[src/shared/rfrx_defs.svh]
// Constants for the receiver configuration register bank
//
// Function
// - SOF enable plus SOF raises start interrupt
// - Sticky SOF seen flag, software clearable
// - Subcarrier enable plus subcarrier raises interrupt
// - Sticky subcarrier seen flag until cleared
// - Live read-only subcarrier present indicator
// - Partial bytes stored despite CRC when enabled
// - Continuous receive keeps receiver active
// - Continuous mode appends error copy byte
// - Error in first three bytes discards, resets FIFO
// - Collision counts as reception error
// - Frame under three bytes is disturbance
// - No receive-complete interrupt for discarded frames
// - Rate codes 4h..7h select 106..847 kBd
// - Unit zero: count times 16 carrier periods
// - Unit one: count times half bit period
// - Ignore input for window after transmit
// - Upper nibble sets decoder minimum level
// - Lower nibble sets phase detector minimum
// - Half-bit unit uses transmit bit stream rate
`ifndef RFRX_DEFS_SVH
`define RFRX_DEFS_SVH
// ----------------------------------------------------------------------------
// Register offsets
// ----------------------------------------------------------------------------
`define RFRX_ADDR_DETECT    8'h34
`define RFRX_ADDR_CTRL      8'h35
`define RFRX_ADDR_WAIT      8'h36
`define RFRX_ADDR_THRESH    8'h37
// ----------------------------------------------------------------------------
// Field positions and masks
// ----------------------------------------------------------------------------
`define RFRX_SOF_EN_BIT     5
`define RFRX_SOF_SEEN_BIT   4
`define RFRX_SUBCARRIER_IRQ_ENABLE_BIT    2
`define RFRX_SUBC_SEEN_BIT  1
`define RFRX_SUBC_NOW_BIT   0
`define RFRX_CTRL_MASK      8'hcf
`define RFRX_PART_BIT       7
`define RFRX_CONT_BIT       6
`define RFRX_EMD_BIT        3
`define RFRX_WAIT_UNIT_BIT  7
// ----------------------------------------------------------------------------
// Reset values and timing
// ----------------------------------------------------------------------------
`define RFRX_RST_DETECT     8'h00
`define RFRX_RST_CTRL       8'h04
`define RFRX_RST_WAIT       8'h00
`define RFRX_RST_THRESH     8'h00
`define RFRX_EMD_BYTES      2'd3
// 16 carrier periods at 13.56 MHz = 1180 ns; at 25 ns round up
`define RFRX_CARRIER16_NS   1180
`define RFRX_CLK_NS         25
`define RFRX_CARRIER16_CYC  ((`RFRX_CARRIER16_NS + `RFRX_CLK_NS - 1) / `RFRX_CLK_NS)
`endif

[src/shared/rfrx_pkg.sv]
// Types for the receiver configuration register bank
package rfrx_pkg;
  // Rate codes of the receive baud field
  typedef enum logic [2:0] {
    RFRX_RATE_106 = 3'h4,
    RFRX_RATE_212 = 3'h5,
    RFRX_RATE_424 = 3'h6,
    RFRX_RATE_847 = 3'h7
  } rfrx_rate_e;

  // Frame events from the demodulator
  typedef struct packed {
    logic sof;
    logic subc_detect;
    logic subcarrier_now;
    logic byte_done;
    logic partial_end;
    logic rx_error;
    logic collision;
    logic frame_end;
  } rfrx_ev_s;

  // Decisions returned to the receive datapath
  typedef struct packed {
    logic store_partial;
    logic keep_running;
    logic append_err;
    logic fifo_flush;
    logic rx_done_irq;
  } rfrx_act_s;

  // Receive sequencer states, Gray along idle-ignore-listen-frame
  typedef enum logic [1:0] {
    RFRX_IDLE   = 2'b00,
    RFRX_IGNORE = 2'b01,
    RFRX_LISTEN = 2'b11,
    RFRX_FRAME  = 2'b10
  } rfrx_st_e;
endpackage

[src/logic/rfrx_regs.sv]
// Receiver configuration registers with detection and disturbance logic
`timescale 1ns/1ps
`include "rfrx_defs.svh"
module rfrx_regs #(
  parameter int HALF_BIT_CYC_106 = 189
) (
  // Clock and reset
  input  wire logic              mclk,
  input  wire logic              rst_n,
  // Register port
  input  wire logic [7:0]        reg_addr,
  input  wire logic              reg_wr,
  input  wire logic [7:0]        reg_wdata,
  output logic [7:0]             reg_rdata,
  // Transmit side
  input  wire logic              tx_end,
  input  wire logic [1:0]        bit_stream_rate,
  // Receive events, same clock
  input  wire rfrx_pkg::rfrx_ev_s rx_ev,
  input  wire logic [7:0]        error_status,
  // Outputs to datapath
  output rfrx_pkg::rfrx_act_s    rx_act,
  output logic [7:0]             err_byte,
  output logic                   start_frame_interrupt,
  output logic                   rx_ignore,
  output logic [2:0]             rx_rate,
  output logic [3:0]             decoder_min_threshold,
  output logic [3:0]             phase_min_threshold
);

  // Elaboration guard: half bit must stay one cycle at 847 kBd and fit 16 bits
  if (HALF_BIT_CYC_106 < 8 || HALF_BIT_CYC_106 > 65535) begin : g_bad_half_bit
    $error("HALF_BIT_CYC_106 out of range");
  end

  // --------------------------------------------------------------------------
  // Register storage
  // --------------------------------------------------------------------------
  logic [7:0] detect_reg, detect_next;
  logic [7:0] ctrl_reg, wait_reg, thresh_reg;
  logic       wr_det, wr_ctl, wr_wait, wr_thr;

  // Address decode
  assign wr_det  = reg_wr && (reg_addr == `RFRX_ADDR_DETECT);
  assign wr_ctl  = reg_wr && (reg_addr == `RFRX_ADDR_CTRL);
  assign wr_wait = reg_wr && (reg_addr == `RFRX_ADDR_WAIT);
  assign wr_thr  = reg_wr && (reg_addr == `RFRX_ADDR_THRESH);

  logic sof_en, subcarrier_irq_enable, sof_seen, subc_seen;
  assign sof_en    = detect_reg[`RFRX_SOF_EN_BIT];
  assign subcarrier_irq_enable   = detect_reg[`RFRX_SUBCARRIER_IRQ_ENABLE_BIT];
  assign sof_seen  = detect_reg[`RFRX_SOF_SEEN_BIT];
  assign subc_seen = detect_reg[`RFRX_SUBC_SEEN_BIT];

  // Sticky flags: write zero clears, a detection in the same cycle wins
  logic sof_seen_n, subc_seen_n, sof_en_n, subcarrier_irq_enable_n;
  assign sof_en_n    = wr_det ? reg_wdata[`RFRX_SOF_EN_BIT] : sof_en;
  assign subcarrier_irq_enable_n   = wr_det ? reg_wdata[`RFRX_SUBCARRIER_IRQ_ENABLE_BIT] : subcarrier_irq_enable;
  assign sof_seen_n  = rx_ev.sof |
                       (sof_seen & ~(wr_det & ~reg_wdata[`RFRX_SOF_SEEN_BIT]));
  assign subc_seen_n = rx_ev.subc_detect |
                       (subc_seen & ~(wr_det & ~reg_wdata[`RFRX_SUBC_SEEN_BIT]));
  // Reserved bits held at zero
  assign detect_next = {2'b00, sof_en_n, sof_seen_n, 1'b0, subcarrier_irq_enable_n, subc_seen_n, 1'b0};

  // Register update
  always_ff @(posedge mclk) begin
    if (!rst_n) begin
      detect_reg <= `RFRX_RST_DETECT;
      ctrl_reg   <= `RFRX_RST_CTRL;
      wait_reg   <= `RFRX_RST_WAIT;
      thresh_reg <= `RFRX_RST_THRESH;
    end else begin
      detect_reg <= detect_next;
      if (wr_ctl) begin
        ctrl_reg <= reg_wdata & `RFRX_CTRL_MASK;
      end
      if (wr_wait) begin
        wait_reg <= reg_wdata;
      end
      if (wr_thr) begin
        thresh_reg <= reg_wdata;
      end
    end
  end

  // Read mux; live subcarrier bit comes straight from the detector
  logic [7:0] det_view;
  assign det_view  = detect_reg | {7'h00, rx_ev.subcarrier_now};
  assign reg_rdata = (reg_addr == `RFRX_ADDR_DETECT) ? det_view :
                     (reg_addr == `RFRX_ADDR_CTRL)   ? ctrl_reg :
                     (reg_addr == `RFRX_ADDR_WAIT)   ? wait_reg :
                     (reg_addr == `RFRX_ADDR_THRESH) ? thresh_reg : 8'h00;

  // --------------------------------------------------------------------------
  // Interrupt and static configuration
  // --------------------------------------------------------------------------
  logic irq_reg;
  always_ff @(posedge mclk) begin
    if (!rst_n) begin
      irq_reg <= 1'b0;
    end else begin
      irq_reg <= (sof_en & rx_ev.sof) | (subcarrier_irq_enable & rx_ev.subc_detect);
    end
  end
  assign start_frame_interrupt = irq_reg;
  // Static fields go straight out; reserved rate codes are passed unchecked
  assign rx_rate               = ctrl_reg[2:0];
  assign decoder_min_threshold = thresh_reg[7:4];
  assign phase_min_threshold   = thresh_reg[3:0];

  // Control bits read by the frame logic
  logic part_en, cont_en, emd_en;
  assign part_en = ctrl_reg[`RFRX_PART_BIT];
  assign cont_en = ctrl_reg[`RFRX_CONT_BIT];
  assign emd_en  = ctrl_reg[`RFRX_EMD_BIT];

  // --------------------------------------------------------------------------
  // Ignore window timing
  // --------------------------------------------------------------------------
  // Half bit period: 106 kBd base, shifted down for faster transmit rates
  logic [15:0] unit_cyc;
  logic [15:0] half_bit;
  assign half_bit = 16'(HALF_BIT_CYC_106) >> bit_stream_rate;
  assign unit_cyc = wait_reg[`RFRX_WAIT_UNIT_BIT] ? half_bit
                                                  : 16'(`RFRX_CARRIER16_CYC);

  // Sequencer state and window counters; tx_end restarts them from any state
  rfrx_pkg::rfrx_st_e st_reg, st_next;
  logic [15:0] unit_cnt_reg;
  logic [6:0]  win_cnt_reg;
  logic        unit_tick;
  assign unit_tick = (unit_cnt_reg >= unit_cyc - 16'd1);

  // Sequencer next state
  always_comb begin
    st_next = st_reg;
    case (st_reg)
      rfrx_pkg::RFRX_IDLE: begin
        if (tx_end) begin
          st_next = (wait_reg[6:0] == 7'd0) ? rfrx_pkg::RFRX_LISTEN : rfrx_pkg::RFRX_IGNORE;
        end
      end
      rfrx_pkg::RFRX_IGNORE: begin
        if (unit_tick && win_cnt_reg == 7'd1) begin
          st_next = rfrx_pkg::RFRX_LISTEN;
        end
      end
      rfrx_pkg::RFRX_LISTEN: begin
        if (rx_ev.sof) begin
          st_next = rfrx_pkg::RFRX_FRAME;
        end
      end
      rfrx_pkg::RFRX_FRAME: begin
        if (rx_ev.frame_end) begin
          // Continuous mode stays armed for the next frame
          st_next = cont_en ? rfrx_pkg::RFRX_LISTEN : rfrx_pkg::RFRX_IDLE;
        end
      end
      default: st_next = rfrx_pkg::RFRX_IDLE;
    endcase
    if (tx_end && st_reg != rfrx_pkg::RFRX_IDLE) begin
      st_next = (wait_reg[6:0] == 7'd0) ? rfrx_pkg::RFRX_LISTEN : rfrx_pkg::RFRX_IGNORE;
    end
  end

  // Window counters
  always_ff @(posedge mclk) begin
    if (!rst_n) begin
      st_reg       <= rfrx_pkg::RFRX_IDLE;
      unit_cnt_reg <= 16'd0;
      win_cnt_reg  <= 7'd0;
    end else begin
      st_reg <= st_next;
      if (tx_end) begin
        unit_cnt_reg <= 16'd0;
        win_cnt_reg  <= wait_reg[6:0];
      end else if (st_reg == rfrx_pkg::RFRX_IGNORE) begin
        unit_cnt_reg <= unit_tick ? 16'd0 : unit_cnt_reg + 16'd1;
        if (unit_tick) begin
          win_cnt_reg <= win_cnt_reg - 7'd1;
        end
      end
    end
  end
  assign rx_ignore = (st_reg == rfrx_pkg::RFRX_IGNORE);

  // --------------------------------------------------------------------------
  // Disturbance suppression and frame end actions
  // --------------------------------------------------------------------------
  // Byte count saturates at three; only the first three bytes matter
  logic [1:0] byte_cnt_reg;
  logic       bad_reg;
  logic       early_err, short_end, in_frame;
  assign in_frame  = (st_reg == rfrx_pkg::RFRX_FRAME);
  assign early_err = emd_en && in_frame && (rx_ev.rx_error || rx_ev.collision)
                     && (byte_cnt_reg < `RFRX_EMD_BYTES);
  assign short_end = emd_en && in_frame && rx_ev.frame_end
                     && (byte_cnt_reg < `RFRX_EMD_BYTES);

  always_ff @(posedge mclk) begin
    if (!rst_n) begin
      byte_cnt_reg <= 2'd0;
      bad_reg      <= 1'b0;
    end else if (rx_ev.sof || !in_frame) begin
      byte_cnt_reg <= 2'd0;
      bad_reg      <= 1'b0;
    end else begin
      if (rx_ev.byte_done && byte_cnt_reg != `RFRX_EMD_BYTES) begin
        byte_cnt_reg <= byte_cnt_reg + 2'd1;
      end
      if (early_err) begin
        bad_reg <= 1'b1;
      end
    end
  end

  // Registered action outputs
  rfrx_pkg::rfrx_act_s act_reg;
  logic [7:0]          err_reg;
  logic                discard;
  assign discard = early_err | short_end | bad_reg;
  always_ff @(posedge mclk) begin
    if (!rst_n) begin
      act_reg <= '0;
      err_reg <= 8'h00;
    end else begin
      act_reg.store_partial <= part_en & rx_ev.partial_end;
      act_reg.keep_running  <= cont_en;
      act_reg.append_err    <= cont_en & in_frame & rx_ev.frame_end & ~discard;
      act_reg.fifo_flush    <= early_err | short_end;
      act_reg.rx_done_irq   <= in_frame & rx_ev.frame_end & ~discard;
      if (in_frame && rx_ev.frame_end) begin
        err_reg <= error_status;
      end
    end
  end
  assign rx_act   = act_reg;
  assign err_byte = err_reg;

  // --------------------------------------------------------------------------
  // Assertions
  // --------------------------------------------------------------------------
  // Interrupt, flags and register contents
  sof_irq_a: assert property (@(posedge mclk) disable iff (!rst_n)
    (sof_en && rx_ev.sof) |=> start_frame_interrupt) else $error("sof irq missing");
  subc_irq_a: assert property (@(posedge mclk) disable iff (!rst_n)
    (subcarrier_irq_enable && rx_ev.subc_detect) |=> start_frame_interrupt) else $error("subc irq missing");
  irq_cause_a: assert property (@(posedge mclk) disable iff (!rst_n)
    start_frame_interrupt |-> $past(rx_ev.sof || rx_ev.subc_detect)) else $error("spurious irq");
  irq_quiet_a: assert property (@(posedge mclk) disable iff (!rst_n)
    !((sof_en && rx_ev.sof) || (subcarrier_irq_enable && rx_ev.subc_detect)) |=> !start_frame_interrupt)
    else $error("irq without enabled cause");
  sof_sticky_a: assert property (@(posedge mclk) disable iff (!rst_n)
    rx_ev.sof |=> detect_reg[`RFRX_SOF_SEEN_BIT]) else $error("sof flag not set");
  sof_hold_a: assert property (@(posedge mclk) disable iff (!rst_n)
    (sof_seen && !wr_det) |=> sof_seen) else $error("sof flag dropped");
  subc_sticky_a: assert property (@(posedge mclk) disable iff (!rst_n)
    (subc_seen && !wr_det) |=> subc_seen) else $error("subc flag dropped");
  subc_set_a: assert property (@(posedge mclk) disable iff (!rst_n)
    rx_ev.subc_detect |=> subc_seen) else $error("subc flag not set");
  subc_live_a: assert property (@(posedge mclk) disable iff (!rst_n)
    (reg_addr == `RFRX_ADDR_DETECT) |-> (reg_rdata[0] == rx_ev.subcarrier_now)) else $error("live bit wrong");
  resv_zero_a: assert property (@(posedge mclk) disable iff (!rst_n)
    (detect_reg[7:6] == 2'b00) && (detect_reg[3] == 1'b0) && (ctrl_reg[5:4] == 2'b00))
    else $error("reserved bit set");

  // --------------------------------------------------------------------------
  // Frame result and ignore window assertions
  // --------------------------------------------------------------------------
  // Each ties a registered action, error copy or sequencer state to the event one cycle earlier
  emd_flush_a: assert property (@(posedge mclk) disable iff (!rst_n)
    early_err |=> (rx_act.fifo_flush && !rx_act.rx_done_irq)) else $error("disturbance not flushed");
  short_flush_a: assert property (@(posedge mclk) disable iff (!rst_n)
    short_end |=> rx_act.fifo_flush) else $error("short frame not flushed");
  emd_noirq_a: assert property (@(posedge mclk) disable iff (!rst_n)
    short_end |=> !rx_act.rx_done_irq) else $error("irq on discarded frame");
  good_done_a: assert property (@(posedge mclk) disable iff (!rst_n)
    (in_frame && rx_ev.frame_end && !discard) |=> rx_act.rx_done_irq) else $error("receive done missing");
  part_store_a: assert property (@(posedge mclk) disable iff (!rst_n)
    (part_en && rx_ev.partial_end) |=> rx_act.store_partial) else $error("partial byte dropped");
  part_off_a: assert property (@(posedge mclk) disable iff (!rst_n)
    (!part_en && rx_ev.partial_end) |=> !rx_act.store_partial) else $error("partial byte stored");
  cont_stay_a: assert property (@(posedge mclk) disable iff (!rst_n)
    (in_frame && rx_ev.frame_end && cont_en && !tx_end) |=> (st_reg == rfrx_pkg::RFRX_LISTEN))
    else $error("continuous receive ended");
  append_a: assert property (@(posedge mclk) disable iff (!rst_n)
    (in_frame && rx_ev.frame_end && cont_en && !discard) |=> rx_act.append_err)
    else $error("error byte not appended");
  err_copy_a: assert property (@(posedge mclk) disable iff (!rst_n)
    (in_frame && rx_ev.frame_end) |=> (err_byte == $past(error_status))) else $error("error copy wrong");
  ignore_win_a: assert property (@(posedge mclk) disable iff (!rst_n)
    (tx_end && wait_reg[6:0] != 7'd0) |=> rx_ignore) else $error("ignore window not opened");
  window_end_a: assert property (@(posedge mclk) disable iff (!rst_n)
    (rx_ignore && unit_tick && win_cnt_reg == 7'd1 && !tx_end) |=> !rx_ignore)
    else $error("ignore window overran");

  // Main scenarios reached
  subc_irq_c: cover property (@(posedge mclk) disable iff (!rst_n) subcarrier_irq_enable && rx_ev.subc_detect);
  frame_ok_c: cover property (@(posedge mclk) disable iff (!rst_n) rx_act.rx_done_irq);
  frame_emd_c: cover property (@(posedge mclk) disable iff (!rst_n) rx_act.fifo_flush);
  cont_err_c: cover property (@(posedge mclk) disable iff (!rst_n) rx_act.append_err);
  window_c: cover property (@(posedge mclk) disable iff (!rst_n) rx_ignore ##1 !rx_ignore);

endmodule

[config.mk]
export PLATFORM = sky130hd
export DESIGN_NAME = rfrx_regs
export DESIGN_NICKNAME = d
export VERILOG_FILES = /design/src/shared/rfrx_pkg.sv /design/src/logic/rfrx_regs.sv
export VERILOG_INCLUDE_DIRS = /design/src /design/src/shared
export SDC_FILE = /design/constraint.sdc
export NUM_CORES = 1
export LEC_CHECK = 0
export BUFFER_PORTS_ARGS = -buffer_cell sky130_fd_sc_hd__buf_4
export CAP_MARGIN = 40
export CORE_UTILIZATION = 53
export DETAILED_ROUTE_END_ITERATION = 10
export PLACE_DENSITY = 0.79
export SYNTH_ARGS = -nofsm -noshare
export SYNTH_HDL_FRONTEND = slang
export SYNTH_SLANG_ARGS = --single-unit
[constraint.sdc]
create_clock -name mclk -period 4.8 [get_ports mclk]
set_input_delay 0.72 -clock mclk [delete_from_list [all_inputs] [get_ports mclk]]
set_output_delay 0.72 -clock mclk [all_outputs]
set_load 0.01 [all_outputs]
==> impl_results.md, run 1 <==
- CP endpoint kind: flop
- Htree depth: 3
- Grt total ovfl: 0
- Final net count: 531
- Distinct cell type count after synthesis: 48
- Row cnt: 29
- R2r setup slk: 1300 ps
- Outcome: finished, final reports clean
- Hold/Removal Path Class: flop to flop
- Initial DRC count: roughly 120
- Crit start category: input port
- Worst Hold Endpoint: rx_act[0]
- Power density over the cells: 260.1 mW/mm^2
- Worst rel slew slack: 39.58%
- Root Buffer: clkbuf_8
- Yosys top cell by area: dfxtp_1
- RSZ-0062 raised after global routing: false
- Worst r2r src: wait_reg[7]
- Wire length per cell: around 14 um
- Switching portion of total power: 22.96%
- CP required: 5050 ps
- Max FFs per register: 16
- Number of global-route vias before repair: 2,975
- CP max stage delay: 630 ps
- Sw Pwr: roughly 250 uW
- Compound-gate portion of the synthesized area: 13.91%
- Share of cells above drive strength 1: 20.04%
- Slew at the pin with the worst max-slew slack: 902.9 ps
- Synthesized area per cell: 8.818 sq um
- Hold path start: bad_reg
- Simple-gate share of the synthesized area: 22.35%
- Share of total power in combinational logic: approximately 8.8%
- Cells after Synth: 400
- Post-synth top area share: 38.60%
- Clk_skew: around 5.7 ps
- Clock sinks: 68
- Highest Clock Rate: 285.2 MHz
- Die footprint: 0.006985 sq mm
- Post-Synth XOR/XNOR Area: 5.215%
- Pre-CTS setup slack: roughly 1000 ps
- Sequential fraction of design power: 52.3%
- CTS tree: done
- DR vias: 3,030
- Initial Utilization: 55.23%
- Largest net degree at the start of global routing: 54
- GRT Total Usage: 23.67%
- Peak supply drop: 196.3 uV
- Num ports: 72
- Most frequent cells in the layout: buf_4, dfxtp_1, nand2_1
- # setup viols final: 0
- Cell area after synthesis: 0.003527 sq mm
- Synth Area in Adders: 7.804%
- Final hold vios: 0
- Antenna Nets Post-Route: 0
- Post-DP HPWL: approximately 6000 um
- Register bit count reported by yosys: 68
- DRC violations left: 0
- Cell chain of the critical path: buf_4 > inv_1 > o21ai_0 > ha_1 > xnor2_1 > ha_1 > and3_2 > a221o_1 > a222oi_1 > buf_4 > a21oi_2 > or3b_1 > a21oi_1
- Initial antenna violation count: 0
- Critical path class: input port to flop
- Final min period: 3506 ps
- Core Region: 0.006386 sq mm
- Area grow syn2layout: 20.86%
- Reg-to-Reg End: unit_cnt_reg[0]
- Number of vias per cell: roughly 5.5
- Post-synthesis mux area share: 8.053%
- Commonest non-fill, non-tap cell in the layout: buf_4
- Leak pwr: approximately 0.0018 uW
- Insertion delay to the later sink of the worst-skew pair: 330 ps
- First-pass GRT wire length: 13,570 um
- Layout fillers: 536
- Cell-internal power: 854.2 uW
- Placer Congestion: 0.8685
- Synth warn: 0
- # hold bufs at CTS: 0
- CTS resizes: 0
- Register area share after synthesis: 38.60%
- R2R depth: 11
- Clock slew seen by the registers of the worst setup and hold paths: 70 ps
- Top post-synthesis cells by area: dfxtp_1, ha_1, nand2_1
- Fin. max-slew vios: 0
- CTS Buffer Depth: 2
- CTS buffer count: 9
- Hold-critical path depth: 1
- N_diodes: 0
- Total setup buffers inserted after CTS: 0
- DRT Pass-1 Iters: 4
- Port bufs: 71
- Die width: 83.58 um
- Chip Height: around 84 um
- Largest family of logic cells by synthesized area: simple AND/OR/NAND/NOR gates
- Routed Wire Length: 7821 um
- Crit path max fanout: 16
- Slowest CP cell: or3b_1
- Max Cap Viol: 0
- Setup TNS: 0 ps
- Critical Path AT: about 3800 ps
- Part of the power in the clock network: 38.9%
- Share of the clock period used by the worst path: 73.04%
- Final worst slack: 1294 ps
-- cells by family after synthesis --
| kind of cell | after synthesis |
|---|---|
| mux | 24 |
| compound gates | 72 |
| xor+xnor | 21 |
| flops | 68 |
| buf+inv | 29 |
| fa+ha+maj | 22 |
| other cells | 2 |
| simple gates | 162 |
-- worst max-delay path by stage --
stage / startpoint / end / slack, ps
after global routing: wait_reg[7] / unit_cnt_reg[0] / 1080
after global placement: bit_stream_rate[0] / unit_cnt_reg[1] / 1170
after detailed placement: bit_stream_rate[0] / unit_cnt_reg[0] / 1000
final: bit_stream_rate[0] / unit_cnt_reg[0] / 1290
after floorplan: bit_stream_rate[0] / unit_cnt_reg[7] / 1230
after CTS: wait_reg[7] / unit_cnt_reg[0] / 1320
-- layout make-up --
| class | instances | area (sq um) | share of cell area (%) |
|---|---|---|---|
| multi-input combinational | 309 | 2052 | 48.14 |
| sequential | 68 | 1361 | 31.93 |
| timing repair buffer | 72 | 540.5 | 12.68 |
| clock buffer | 11 | 131.4 | 3.082 |
| tap | 77 | 96.34 | 2.260 |
| inverter | 11 | 41.29 | 0.9686 |
| clock inverter | 3 | 40.04 | 0.9392 |
-- critical path, delay by kind of cell --
| family | cells | cell delay [ps] |
|---|---|---|
| fa+ha+maj | 2 | 500 |
| simple gates | 2 | 840 |
| compound gates | 5 | 1210 |
| xor+xnor | 1 | 140 |
| buf+inv | 3 | 350 |
-- stage by stage --
stage	hold slack [ps]	total power, uW	area (sq um)	std cells	utilization, %
after floorplan	408.1	646.6	3550	406	-
after global placement	424.1	687.1	4091	537	64.07
after CTS	452.2	1116	4263	551	66.75
after global routing	486.7	1153	4263	551	66.75
after detailed placement	439.4	690.3	4091	537	64.07
final	448.1	1109	4263	551	66.75
-- per-layer routing --
layer  track usage, %  part of all wire [%]
met1            31.87                    46
met2            38.58                    48
met3            3.660                   4.5
met4            8.320                   1.6
met5                0                     0
-- power by group through the flow --
stage | registers, uW | logic, uW | clock network, uW
CTS | 580 | 98.2 | 438
floorplan | 592 | 54.4 | 0
finish | 580 | 97.9 | 431
detailed placement | 592 | 97.8 | 0
global placement | 592 | 95.1 | 0
global route | 581 | 109 | 463
-- synthesized netlist by cell type, drive strengths merged --
library cell / n
o211ai: 1
clkinv: 1
and3: 6
a221o: 1
ha: 22
o21ai: 11
mux2: 5
a211oi: 4
nor2b: 22
buf: 8
nand3b: 1
clkbuf: 10
or3b: 1
nor3: 3
o211a: 2
and4: 3
nor2: 32
or3: 1
or4: 1
nor4: 3
nor4b: 1
o21a: 5
a21boi: 19
mux2i: 16
a21o: 4
dfxtp: 68
nand3: 14
o21bai: 1
conb: 2
a31o: 1
nand4: 5
xor2: 8
nand2b: 5
xnor2: 13
nand2: 57
inv: 10
a21oi: 14
a31oi: 2
and2: 6
nand4b: 1
a22oi: 6
a222oi: 1
mux4: 3
(Power assumes the default switching activity.)
==> run 2, diff against run 1 <==
- CORE_UTILIZATION: 53 -> 50
- clock period: 4.8 -> 3.1 ns (I/O delays scaled with it)
==> run 2 against run 1 <==
Critical path depth fell by 1. Register-to-register slack got worse by 1100 ps. Power increased by 76%. Clock skew is essentially flat. Flip-flop and latch count did not move. Largest cell class unchanged. Global-route usage shrank 1.6 points. Die area up 5.9%. Largest power group is now the clock network. Critical path type is now flop to flop. Setup slack lost 1100 ps. Cell count up 5.1%. Count of clock-buffer cells in the layout shrank 2. First-iteration DRC count decreased by 39%. Sequential share of layout area fell by 1.4 points.
==> impl_results.md, run 2 (same netlist as run 1, synthesis figures left out) <==
- Critical path class: flop to flop
- Setup TNS: 0 ps
- Slew at the pin with the worst max-slew slack: 506.8 ps
- Chip Height: 85.99 um
- Commonest non-fill, non-tap cell in the layout: buf_4
- Max FFs per register: 16
- CP endpoint kind: flop
- Num ports: between 70 and 80
- # setup viols final: 0
- Final min period: 2912 ps
- Port bufs: 71
- DRC violations left: 0
- Final instance area: 0.004459 sq mm
- Initial Utilization: between 50% and 60%
- Post-DP HPWL: about 5600 um
- Worst path most repeated cell: buf_4
- Crit path max fanout: 12
- Slowest CP cell: or3b_1
- Final net count: 538
- Initial DRC count: 72
- CTS buffer count: 9
- Highest Clock Rate: 343.3 MHz
- Leak pwr: 0.001842 uW
- RSZ-0062 raised after global routing: false
- Routed Wire Length: 7652 um
- Cell chain of the critical path: o21ai_1 > ha_2 > xnor2_1 > ha_1 > a21o_1 > a221o_1 > a222oi_1 > buf_4 > a21oi_2 > or3b_1 > buf_4 > nor2_1
- GRT Total Usage: between 20 and 25%
- Antenna Nets Post-Route: 0
- Most frequent cells in the layout: buf_4, dfxtp_1, nand2_1
- Worst rel slew slack: 65.90%
- Die width: 85.99 um
- Share of cells above drive strength 1: 22.98%
- Insertion delay to the later sink of the worst-skew pair: 340 ps
- Die footprint: ~0.0074 sq mm
- CP required: approximately 3400 ps
- Grt total ovfl: 0
- Initial antenna violation count: 0
- DRT Pass-1 Iters: 5
- Fin. max-slew vios: 0
- Final hold vios: 0
- Power density over the cells: 438.0 mW/mm^2
- First-pass GRT wire length: 13,170 um
- DR vias: ~3,000
- CTS Buffer Depth: 2
- Row cnt: 30
- Critical Path AT: ~3200 ps
- Clk_skew: 6.091 ps
- Number of global-route vias before repair: 2,957
- Core Region: around 0.0068 sq mm
- Wire length per cell: around 13 um
- Largest net degree at the start of global routing: 54
- Peak supply drop: about 320 uV
- Crit start category: flop
- Hold/Removal Path Class: input port to flop
- Clock sinks: 68
- N_diodes: 0
- CP max stage delay: 390 ps
- Placed cell area: 0.004210 sq mm
- Htree depth: 3
- Area grow syn2layout: 26.43%
- Outcome: finished, final reports clean
- Placer Congestion: 0.8743
- Number of vias per cell: 5.212
- Clock slew seen by the registers of the worst setup and hold paths: about 70 ps
- Share of the clock period used by the worst path: 93.95%
- Total setup buffers inserted after CTS: 0
- Max Cap Viol: 0
- CTS tree: done
- Root Buffer: clkbuf_8
## run 2: changes by cell type in the layout (fill, tap and decap cells not counted), sizes merged
cell      before  now
bufinv         1    3
clkbuf        11    9
inv           10   11
clkinvlp       0    1
buf           72   79
## run 2: metrics by stage
step                      utilization (%)  power (uW)  setup slack (ps)  cells  hold slack (ps)
after CTS                           65.62        1967             110.3    579            339.1
after detailed placement            61.97        1073            -93.13    563            426.1
after global routing                65.64        2021             12.38    579            340.1
after floorplan                         -        1003            -83.71    406            408.1
final                               65.64        1953             187.5    579            347.3
after global placement              61.97        1069            -51.71    563            429.6
## run 2: worst max-delay path: cells and delay by family, from the launching register on
family	cells	cell delay [ps]
fa+ha+maj	2	440
compound gates	5	990
xor+xnor	1	180
simple gates	2	490
buf+inv	2	370
flops	1	380
## run 2: per-layer routing
layer | global-route usage, % | up-vias | routed length, um
li1 | - | 1528 | -
met1 | 27.51 | 1422 | 3547
met2 | 38.89 | 57 | 3779
met3 | 3.465 | 11 | 234
met4 | 6.818 | 0 | 91
met5 | 0 | - | 0
## run 2: cell type report
| cell class | instances | area, sq um |
|---|---|---|
| fillers | 548 | 2335 |
| well taps | 96 | 120.1 |
| clock inverters | 7 | 123.9 |
| clock buffers | 9 | 123.9 |
| repair buffers | 79 | 593.1 |
| inverters | 11 | 53.80 |
| multi-input cells | 309 | 2082 |
| flip-flops and latches | 68 | 1363 |
## run 2: repair_timing
action | CTS | global route
gates resized for setup | 0 | 1
endpoints found under the setup margin | 0 | 15
hold buffers | 0 | 0
## run 2: power breakdown
group / switching [uW] / internal, uW / total, uW / leakage (uW)
clock: 361 / 540 / 900 / 0.000120
combinational: 78.7 / 77.6 / 156 / 0.00117
sequential: 10.3 / 886 / 897 / 0.000551
## run 2: final timing paths
check,slack [ps],cells past startpoint,endpoint,from
max,190,12,unit_cnt_reg[7],wait_reg[7]
min reg2reg,450,1,rx_act[0],bad_reg
min,350,2,detect_reg[1],rx_ev[6]
max reg2reg,190,12,unit_cnt_reg[7],wait_reg[7]
==> run 3, diff against run 2 <==
- ABC_AREA: default -> 1
==> run 3 against run 2 <==
Non-clock buffer count shrank 7. Clock skew hardly changed. Area after synthesis up 1.2%. Via count grew 16%. Worst hold slack got worse by 10 ps. Flip-flop and latch count unchanged. Routed wire length rose by 8.2%. Combinational power up 40%. Fmax increased by 12%. Setup slack better by 320 ps. Highest routed layer unchanged.
==> impl_results.md, run 3 <==
- Outcome: finished, final reports clean
- Crit start category: flop
- Most common library cells after synthesis: nand2_1, dfxtp_1, inv_1
- Setup TNS: 0 ps
- Pre-CTS setup slack: 363.3 ps
- Final worst slack: 510.8 ps
- Top post-synthesis cells by area: dfxtp_1, nand2_1, ha_1
- Area grow syn2layout: 22.79%
- Register area share after synthesis: 38.15%
- # hold bufs at CTS: 0
- Top-count cell post-synth: nand2_1
- Placer Congestion: 0.8488
- Initial DRC count: 195
- DRT Pass-1 Iters: 5
- CP required: 3380 ps
- Critical path class: flop to flop
- Number of global-route vias before repair: 3,235
- Post-DP HPWL: 6305 um
- Insertion delay to the later sink of the worst-skew pair: 350 ps
- Chip Height: 86.48 um
- Cell chain of the critical path: o21ai_0 > ha_1 > xnor2_1 > ha_1 > nand2_1 > inv_1 > nand2_1 > nand2_1 > nand2_1 > nand2_1 > nand2_1 > nand2_1 > a21oi_1 > nand2_1 > a21oi_1
- Power density over the cells: 416.2 mW/mm^2
- EDFF count, synth: 0
- Core Region: 0.006832 sq mm
- Wire length per cell: 12.19 um
- Post-synth top area share: between 30% and 40%
- Hold path start: error_status[0]
- Worst rel slew slack: 62.22%
- N_diodes: 0
- Top_reg_cell synth: dfxtp_1
- Final min period: 2589 ps
- Max Cap Viol: 0
- Highest Clock Rate: a little under 400 MHz
- First-pass GRT wire length: 14,280 um
- Worst r2r src: wait_reg[7]
- Clock slew seen by the registers of the worst setup and hold paths: 70 ps
- Worst Setup SP: wait_reg[7]
- Yosys top cell by area: dfxtp_1
- # setup viols final: 0
- DRC violations left: 0
- Top delay family on crit path: compound AO/OA/AOI/OAI gates
- Share of cells above drive strength 1: 18.18%
- Switching portion of total power: 26.32%
- Crit path max fanout: 7
- Grt total ovfl: 0
- CP endpoint kind: flop
- Clock sinks: just under 70
- Synthesized area per cell: 7.123 sq um
- Die width: 86.48 um
- Synth warn: 0
- Part of the power in the clock network: between 30% and 40%
- Critical Path AT: 2870 ps
- Die footprint: 0.007479 sq mm
- Distinct cell type count after synthesis: 32
- Root Buffer: clkbuf_8
- CP max stage delay: ~500 ps
- Slowest CP cell: dfxtp_1
- Hold/Removal Path Class: input port to flop
- Slew at the pin with the worst max-slew slack: ~570 ps
- Port bufs: 71
- Initial antenna violation count: 0
- Cell area after synthesis: 0.003568 sq mm
- Register bit count reported by yosys: 68
- Total setup buffers inserted after CTS: 0
- Initial Utilization: 52.23%
- RSZ-0062 raised after global routing: false
- Antenna Nets Post-Route: 0
- Ys async rst share: 0%
- CTS resizes: 0
- Final instance area: 0.004382 sq mm
- Sequential fraction of design power: 50.3%
- Worst path most repeated cell: nand2_1
- Final hold vios: 0
- Largest net degree at the start of global routing: 37
- Cell-internal power: 1344 uW
- Placed cell area: around 0.0042 sq mm
- Share of the clock period used by the worst path: 83.52%
- Peak supply drop: ~440 uV
- Htree depth: 3
- Max FFs per register: 16
- CTS buffer count: 9
- Routed Wire Length: 8280 um
- CTS Buffer Depth: 2
- Share of total power in combinational logic: 11.9%
- GRT Total Usage: between 20% and 30%
- Worst Path Buf+Inv: 1
- Number of vias per cell: 5.161
- Sw Pwr: 480.0 uW
- Final net count: 638
- DR vias: 3,504
- Cells after Synth: 501
- Num ports: around 70
- Row cnt: 30
- Clk_skew: 6.253 ps
- Leak pwr: 0.001975 uW
- Commonest non-fill, non-tap cell in the layout: nand2_1
- Fin. max-slew vios: 0
- CTS tree: done
- Most frequent cells in the layout: nand2_1, buf_4, dfxtp_1
## run 3: cell count changes after synthesis, sizes merged, moves of 8 or more
cell    delta
inv       +60
o21ai     +43
nand2     +34
a21oi     +31
nor2      +27
nor2b     -22
a21boi    -19
mux2i     -16
nor3      +11
xnor2     -10
o221ai     +8
## run 3: per-layer routing
metal,global-route usage [%],routed length [um]
met1,31.83,3800
met2,38.82,3760
met3,4.952,526
met4,9.091,191
met5,0,0
## run 3: path summary, 6_finish.rpt
kind	endpoint	slack (ps)	depth (start not counted)
setup / recovery	win_cnt_reg[6]	510	15
hold reg to reg	rx_act[4]	440	2
setup reg to reg	win_cnt_reg[6]	510	15
hold / removal	err_byte[0]	340	3
## run 3: metrics by stage
stage          hold WS (ps)  cells  power (uW)  util (%)
3_5_place_dp          425.5    663        1154     61.39
5_1_grt               347.6    679        1903     64.14
3_3_place_gp          418.2    663        1148     61.39
2_1_floorplan         409.7    507        1062         -
4_1_cts               337.5    679        1825     64.14
6_report              337.3    679        1824     64.14
## run 3: logic make-up (layout without fill, tap and decap cells)
family | count (synthesis) | in the layout | share of synthesized area, %
multiplexers | 1 | 1 | 0.3155
buffers and inverters | 82 | 158 | 8.976
flip-flops | 68 | 68 | 38.15
XOR/XNOR | 10 | 10 | 2.455
AO/OA/AOI/OAI | 116 | 116 | 17.71
AND/OR/NAND/NOR | 200 | 200 | 24.47
adder cells (fa/ha/maj) | 22 | 22 | 7.714
other | 2 | 8 | 0.2105
## run 3: final cells by class
| class | count | area [sq um] |
|---|---|---|
| clock buffer | 12 | 165.2 |
| tap | 96 | 120.1 |
| clock inverter | 4 | 22.52 |
| multi-input combinational | 357 | 1909 |
| sequential | 68 | 1361 |
| timing repair buffer | 72 | 540.5 |
| inverter | 70 | 262.8 |
| fill | 629 | 2450 |
## run 3: worst min-delay path, cell delays in order
cell	delay (ps)
buf_4	80
nor2_1	30
nor2_1	80
## run 3: power by group through the flow
stage	clock (uW)	combinational, uW	sequential, uW
2_1_floorplan	0	123	938
3_3_place_gp	0	212	937
3_5_place_dp	0	216	938
4_1_cts	689	217	918
5_1_grt	733	249	921
6_report	688	218	918
